===== config.mk =====
export PLATFORM = sky130hd
export DESIGN_NAME = apbl_host
export DESIGN_NICKNAME = d
export VERILOG_FILES = /design/src/apbl_pkg.sv /design/src/apbl_host.sv
export SDC_FILE = /design/constraint.sdc
export NUM_CORES = 1
export LEC_CHECK = 0
export ABC_AREA = 1
export BUFFER_PORTS_ARGS = -buffer_cell sky130_fd_sc_hd__buf_2
export CORE_MARGIN = 1
export CORE_UTILIZATION = 50
export CTS_CLUSTER_DIAMETER = 150
export DETAILED_ROUTE_END_ITERATION = 10
export GPL_ROUTABILITY_DRIVEN = 0
export PLACE_DENSITY = 0.81
export SYNTH_ARGS = -nofsm -noshare
export SYNTH_HDL_FRONTEND = slang
export SYNTH_SLANG_ARGS = --single-unit

===== constraint.sdc =====
create_clock -name clock -period 1.7 [get_ports clock]
set_clock_uncertainty 0.05 [all_clocks]
set_input_delay 0.51 -clock clock [delete_from_list [all_inputs] [get_ports clock]]
set_output_delay 0.51 -clock clock [all_outputs]
set_load 0.005 [all_outputs]

===== src/apbl_pkg.sv =====
// Package of pin encodings, lane maps and strobe timing for the pseudo-static RAM host port
package apbl_pkg;
   // Clock rate
   localparam int CLK_PERIOD_NS = 40;
   // Bus widths
   localparam int ADDR_W = 20;
   localparam int DATA_W = 16;
   localparam int LANE_W = 8;
   // Device timing in ns, as printed
   localparam int READ_CYCLE_NS      = 70;
   localparam int CHIP_SEL_ACCESS_NS = 70;
   localparam int WRITE_CYCLE_NS     = 70;
   localparam int WRITE_PULSE_NS     = 55;
   localparam int DATA_SETUP_NS      = 25;
   localparam int OUT_HIGHZ_NS       = 25;
   localparam int ADDRESS_SKEW_NS    = 10;
   // Cycle counts: least times round up, plus one for read, at least one cycle
   localparam int READ_CYC   = (CHIP_SEL_ACCESS_NS + CLK_PERIOD_NS - 1) / CLK_PERIOD_NS + 1;
   localparam int WPULSE_CYC = (WRITE_PULSE_NS + CLK_PERIOD_NS - 1) / CLK_PERIOD_NS;
   localparam int TURN_CYC   = (OUT_HIGHZ_NS + CLK_PERIOD_NS - 1) / CLK_PERIOD_NS;
   localparam int CNT_W      = 4;
   // Counter loads
   localparam logic [3:0] READ_LOAD   = 4'(READ_CYC - 1);
   localparam logic [3:0] WPULSE_LOAD = 4'(WPULSE_CYC);
   localparam logic [3:0] TURN_LOAD   = 4'(TURN_CYC);
   localparam logic [3:0] CNT_ZERO    = 4'h0;
   // Byte-lane select codes on the user side: bit 1 upper, bit 0 lower
   localparam logic [1:0] LANE_NONE  = 2'h0;
   localparam logic [1:0] LANE_LOWER = 2'h1;
   localparam logic [1:0] LANE_UPPER = 2'h2;
   localparam logic [1:0] LANE_BOTH  = 2'h3;
   // Pin idle levels
   localparam logic STROBE_OFF_N = 1'b1;
   localparam logic STROBE_OFF   = 1'b0;
   // Controller states, gray from idle into each access, not on the return to idle
   typedef enum logic [2:0] {
      APBL_IDLE  = 3'h0,
      APBL_RSEL  = 3'h1,
      APBL_RDATA = 3'h3,
      APBL_WSEL  = 3'h2,
      APBL_WPULS = 3'h6,
      APBL_WEND  = 3'h7,
      APBL_TURN  = 3'h5
   } apbl_state_type;
endpackage


===== src/apbl_host.sv =====
// Host controller driving the pseudo-static RAM byte-lane port through its pins
// Function
// - All write strobes asserted before start; first to release ends write.
// - Host times data setup and hold to the strobe that ends the write.
// - Host must not drive data while the device drives its pins.
// - Fastest reads are chip-enable controlled with address stable beforehand.
// - Standard reads need address settled within a fixed delay of cycle start.
// - Host keeps write enable high throughout every read cycle.
`timescale 1ns/10ps
module apbl_host #(
   parameter int ADDR_W = apbl_pkg::ADDR_W,
   parameter int DATA_W = apbl_pkg::DATA_W
) (
   input  wire logic              clock,
   input  wire logic              nrst,
   // User request side
   input  wire logic              req_valid,
   input  wire logic              req_write,
   input  wire logic [ADDR_W-1:0] req_addr,
   input  wire logic [DATA_W-1:0] req_wdata,
   input  wire logic [1:0]        req_lanes,
   output logic                   req_ready,
   output logic                   rsp_valid,
   output logic [DATA_W-1:0]      rsp_rdata,
   // Device pins
   output logic [ADDR_W-1:0]      mem_addr,
   output logic                   chip_sel_n,
   output logic                   chip_sel_high_active,
   output logic                   write_en_n,
   output logic                   out_en_n,
   output logic                   upper_lane_en_n,
   output logic                   lower_lane_en_n,
   input  wire logic [DATA_W-1:0] mem_data_in,
   output logic [DATA_W-1:0]      mem_data_out,
   output logic                   mem_data_oe
);
   apbl_pkg::apbl_state_type   state_ff;
   apbl_pkg::apbl_state_type   nxt_state;
   logic [apbl_pkg::CNT_W-1:0] cnt_ff;
   logic [apbl_pkg::CNT_W-1:0] nxt_cnt;
   logic [DATA_W-1:0]          din_meta_ff;
   logic [DATA_W-1:0]          din_sync_ff;
   logic [1:0]                 lanes_ff;
   logic                       cnt_done;

   assign cnt_done = (cnt_ff == apbl_pkg::CNT_ZERO);

   // Two-stage synchroniser on returning data pins
   always_ff @(posedge clock or negedge nrst) begin
      if (!nrst) begin
         din_meta_ff <= '0;
         din_sync_ff <= '0;
      end else begin
         din_meta_ff <= mem_data_in;
         din_sync_ff <= din_meta_ff;
      end
   end

   // Sequencer: next state and cycle counter
   always_comb begin
      nxt_state = state_ff;
      nxt_cnt   = cnt_done ? cnt_ff : cnt_ff - 4'h1;
      case (state_ff)
         apbl_pkg::APBL_IDLE: begin
            if (req_valid && req_lanes != apbl_pkg::LANE_NONE) begin
               nxt_state = req_write ? apbl_pkg::APBL_WSEL : apbl_pkg::APBL_RSEL;
            end
         end
         apbl_pkg::APBL_RSEL: begin
            nxt_state = apbl_pkg::APBL_RDATA;
            nxt_cnt   = apbl_pkg::READ_LOAD;
         end
         apbl_pkg::APBL_RDATA: begin
            if (cnt_done) begin
               nxt_state = apbl_pkg::APBL_TURN;
               nxt_cnt   = apbl_pkg::TURN_LOAD;
            end
         end
         apbl_pkg::APBL_WSEL: begin
            nxt_state = apbl_pkg::APBL_WPULS;
            nxt_cnt   = apbl_pkg::WPULSE_LOAD;
         end
         apbl_pkg::APBL_WPULS: begin
            if (cnt_done) begin
               nxt_state = apbl_pkg::APBL_WEND;
            end
         end
         apbl_pkg::APBL_WEND: begin
            nxt_state = apbl_pkg::APBL_IDLE;
         end
         apbl_pkg::APBL_TURN: begin
            if (cnt_done) begin
               nxt_state = apbl_pkg::APBL_IDLE;
            end
         end
         default: nxt_state = apbl_pkg::APBL_IDLE;
      endcase
   end

   // State register
   always_ff @(posedge clock or negedge nrst) begin
      if (!nrst) begin
         state_ff <= apbl_pkg::APBL_IDLE;
         cnt_ff   <= apbl_pkg::CNT_ZERO;
      end else begin
         state_ff <= nxt_state;
         cnt_ff   <= nxt_cnt;
      end
   end

   // Latch request at acceptance
   always_ff @(posedge clock or negedge nrst) begin
      if (!nrst) begin
         mem_addr     <= '0;
         mem_data_out <= '0;
         lanes_ff     <= apbl_pkg::LANE_NONE;
      end else if (state_ff == apbl_pkg::APBL_IDLE && nxt_state != apbl_pkg::APBL_IDLE) begin
         mem_addr     <= req_addr;
         mem_data_out <= req_wdata;
         lanes_ff     <= req_lanes;
      end
   end

   // Chip enables: asserted from the cycle after address is placed, held through write end
   always_ff @(posedge clock or negedge nrst) begin
      if (!nrst) begin
         chip_sel_n           <= apbl_pkg::STROBE_OFF_N;
         chip_sel_high_active <= apbl_pkg::STROBE_OFF;
      end else begin
         chip_sel_n <= !(nxt_state == apbl_pkg::APBL_RDATA ||
                         nxt_state == apbl_pkg::APBL_WPULS ||
                         nxt_state == apbl_pkg::APBL_WEND);
         chip_sel_high_active <= (nxt_state == apbl_pkg::APBL_RDATA ||
                                  nxt_state == apbl_pkg::APBL_WPULS ||
                                  nxt_state == apbl_pkg::APBL_WEND);
      end
   end

   // Lane enables follow the latched lane choice during an access
   always_ff @(posedge clock or negedge nrst) begin
      if (!nrst) begin
         upper_lane_en_n <= apbl_pkg::STROBE_OFF_N;
         lower_lane_en_n <= apbl_pkg::STROBE_OFF_N;
      end else if (nxt_state == apbl_pkg::APBL_RDATA ||
                   nxt_state == apbl_pkg::APBL_WPULS ||
                   nxt_state == apbl_pkg::APBL_WEND) begin
         upper_lane_en_n <= !lanes_ff[1];
         lower_lane_en_n <= !lanes_ff[0];
      end else begin
         upper_lane_en_n <= apbl_pkg::STROBE_OFF_N;
         lower_lane_en_n <= apbl_pkg::STROBE_OFF_N;
      end
   end

   // Write enable pulses inside the chip-enable window
   always_ff @(posedge clock or negedge nrst) begin
      if (!nrst) begin
         write_en_n <= apbl_pkg::STROBE_OFF_N;
      end else begin
         // write strobe nested in overlap, released first
         // write enable high in reads
         // Released while the enables still stand, so it alone ends the write
         write_en_n <= !(nxt_state == apbl_pkg::APBL_WPULS && state_ff == apbl_pkg::APBL_WPULS
                         && !cnt_done);
      end
   end

   // Output enable only in reads
   always_ff @(posedge clock or negedge nrst) begin
      if (!nrst) begin
         out_en_n <= apbl_pkg::STROBE_OFF_N;
      end else begin
         // output enable held high through writes
         out_en_n <= !(nxt_state == apbl_pkg::APBL_RDATA);
      end
   end

   // Host data drive: write accesses plus one cycle after the chip enables drop, never when device may drive
   always_ff @(posedge clock or negedge nrst) begin
      if (!nrst) begin
         mem_data_oe <= 1'b0;
      end else begin
         // data held past write enable release
         mem_data_oe <= (nxt_state == apbl_pkg::APBL_WPULS ||
                         nxt_state == apbl_pkg::APBL_WEND ||
                         state_ff == apbl_pkg::APBL_WEND);
      end
   end

   // Handshake and read capture; unused lanes read as zero
   always_ff @(posedge clock or negedge nrst) begin
      if (!nrst) begin
         req_ready <= 1'b0;
         rsp_valid <= 1'b0;
         rsp_rdata <= '0;
      end else begin
         req_ready <= (nxt_state == apbl_pkg::APBL_IDLE);
         rsp_valid <= 1'b0;
         if (state_ff == apbl_pkg::APBL_RDATA && cnt_done) begin
            rsp_valid <= 1'b1;
            rsp_rdata <= {lanes_ff[1] ? din_sync_ff[DATA_W-1:apbl_pkg::LANE_W] : 8'h00,
                          lanes_ff[0] ? din_sync_ff[apbl_pkg::LANE_W-1:0] : 8'h00};
         end
      end
   end
endmodule


==> impl_metrics.ini <==
[outcome]
outcome = complete, no violations

[place]
placed_cells = 552
port_buffers = 118
place_ws_ns = 0.140
dp_hpwl_mm = 5.27

[timing]
fin_ws_ns = 0.133
max_freq_ghz = 0.638
drv_slew = 0
finalSetupTns_ns = 0
fin_crit_sh = 0.922
finalSetupViolCount = 0
fin_crit_ns = 1.57
tightestPinTransition_ns = 0.449
slew_headroom = 0.701
hold_ws_ns = 0.0360
rsz0062_at_grt = false
hold_viol_final = 0

[final_layout]
nets = 527
final_cell_mix = 117 x buf_2, 111 x nand2_1, 97 x dfrtp_1
multiInputGateArea_um2 = 968
area_growth_pct = 25.8
drive_above_1_share = 0.333
regArea_um2 = 2560
fillers = 542
final_util = 0.669
layout_commonest_cell = buf_2
insertedDiodeCount = 0
stdcell_count = 568

[power_and_ir_drop]
clock_power_share = 0.226
sequentialPowerShare = 0.473
switching_share = 0.337
internal_power_mw = 4.95
switchingPower_mw = 2.51
power_leakage_nw = 2.61
powerDensity_nw_per_um2 = 1610
ir_worst_vdd_v = 0.000690
combPwrFrac = 0.301

[cts]
cts_tree = built
root_buffer = clkbuf_8
path_clk_slew_ns = 0.10
cts_buffer_depth = 2
htree_levels = 3
cts.sinks = 102
numCtsBuffers = 9
postCtsHoldBufs = 0
clk_latency_ns = 0.36

[yosys]
avgSynthCellArea_um2 = 10.6
ys_warn_count = 0
synth_flop_cell = dfrtp_1
synth_top_family_by_area = simple AND/OR/NAND/NOR gates
synthAdderAreaFrac = 0.00678
yosysSeqAreaShare = 0.693
synth_top_cell_by_area = dfrtp_1
synth_edf_count = 0
synth_cells = 347
ys_ff_latch = 102
synth_compound_area_frac = 0.0298
synth_mux_area_frac = 0
ys_top_cells_by_area = dfrtp_1 66%, nand2_1 11%, nand3_1 8.8%
synth_xor_area_frac = 0.00237
synth_cell_types = 22
synth_nets = 407
yosys.area.top_type_share = 0.657
netlist_area_um2 = 3690
ys_async_sr_fraction = 1.00
yosys.area_share.simple = 0.221

[route]
via_per_inst = 4.92
routed_wirelength_mm = 7.34
vias = 2794
wl_per_cell_um = 12.9
drt_iter0_drc = 142
post-route-drc-count = 0
drt_first_pass_iters = 5
ant_nets = 0

[setup_path]
crit_family = flip-flops
cp-start-kind = flip-flop
reg2reg_setup_slack_ns = 0.20
cp_data_arrival_time_ns = 1.01
required_ns = 1.14
path_buf_inv = 1
path_cells = buf_2
path_class = flip-flop to output port
cp-startpoint = lower_lane_en_n$_DFF_PN1_
r2r_start = cnt_ff[0]$_DFF_PN0_
cp_slowest_cell = dfstp_2
setup.worst_path.end = lower_lane_en_n
crit_path_end_kind = output port
cp_slowest_stage_delay_ns = 0.54
cp_max_fo = 1
path_depth = 1
r2r_end = cnt_ff[0]$_DFF_PN0_
r2r_cells = 6

[grt]
grt_overflow_total = 0
antenna_found_initial = 0
grt_pass1_vias = 2535
grt_pass1_wl_mm = 11.6
grt_max_degree = 39
grt_usage = 0.199

[floorplan]
initial_core_util = 0.532
die-area_um2 = 7730
boundaryPins = 119
die_h_um = 87.9
core_area_um2 = 6940
num_rows = 30
die_w_um = 87.9

[flow_run]
drv_cap = 0

[hold_path]
hp-class = input pin to async pin
-- worst min path at each step --
| stage | startpoint | end | slack [ns] | cells past startpoint |
|---|---|---|---|---|
| after global routing | nrst | rsp_valid$_DFF_PN0_ | 0.05 | 1 |
| after floorplan | nrst | chip_sel_high_active$_DFF_PN0_ | 0.16 | 0 |
| after detailed placement | din_meta_ff[7]$_DFF_PN0_ | din_sync_ff[7]$_DFF_PN0_ | 0.29 | 0 |
| after CTS | nrst | rsp_rdata[12]$_DFFE_PN0P_ | 0.04 | 1 |
| final | nrst | rsp_rdata[12]$_DFFE_PN0P_ | 0.04 | 1 |
| after global placement | din_meta_ff[1]$_DFF_PN0_ | din_sync_ff[1]$_DFF_PN0_ | 0.28 | 0 |
-- final cells by class --
cell class / instances / share of cell area
inverters: 13 / 0.0105
clock inverters: 6 / 0.0197
repair buffers: 128 / 0.155
multi-input cells: 213 / 0.209
well taps: 96 / 0.0259
flip-flops and latches: 102 / 0.551
clock buffers: 10 / 0.0296
-- per-layer routing --
| layer | global-route usage | up-vias | part of all wire |
|---|---|---|---|
| li1 | - | 1359 | - |
| met3 | 0.0547 | 17 | 0.063 |
| met5 | 0 | - | 0 |
| met4 | 0.0999 | 0 | 0.025 |
| met2 | 0.319 | 100 | 0.50 |
| met1 | 0.249 | 1318 | 0.41 |
-- per-stage QoR --
step,instance area [um^2],total power [mW]
after CTS,4640,7.53
after floorplan,3690,4.84
final,4640,7.46
after global routing,4640,8.01
after detailed placement,4410,5.83
after global placement,4410,5.72
-- synthesized netlist by cell type, drive strengths merged, types with 2 or more instances --
cell type  count
nand2        112
dfrtp         97
nand3         65
o21ai         17
inv           13
buf           11
nor2          11
clkbuf         8
dfstp          5
a21oi          2
ha             2
-- kinds of logic after synthesis --
| logic type | Yosys count |
|---|---|
| xor gates and xnor gates | 1 |
| adders and majority gates | 2 |
| AOI/OAI and AO/OA | 21 |
| buffers and inverters | 32 |
| DFF | 102 |
| and+or+nand+nor | 189 |
-- sequential cells by signal (all words and copies together), names as in the netlist --
name and flops:
chip_sel_high_active 1, chip_sel_n 1, cnt_ff 4, din_meta_ff 16
din_sync_ff 16, lanes_ff 2, lower_lane_en_n 1, mem_addr 20
mem_data_oe 1, mem_data_out 16, out_en_n 1, req_ready 1
rsp_rdata 16, rsp_valid 1, state_ff 3, upper_lane_en_n 1
write_en_n 1
-- what timing repair did --
item	in CTS	in global routing
setup buffers	0	0
gates resized for setup	0	1
setup endpoints to repair	0	1
-- power groups by stage --
stage	registers, mW	clock network, mW	logic [mW]
5_1_grt	3.62	1.83	2.57
4_1_cts	3.53	1.73	2.27
3_3_place_gp	3.56	0	2.16
3_5_place_dp	3.58	0	2.25
2_1_floorplan	3.55	0	1.30
6_report	3.53	1.69	2.25
Note: power is estimated with default switching activity, not from simulation.
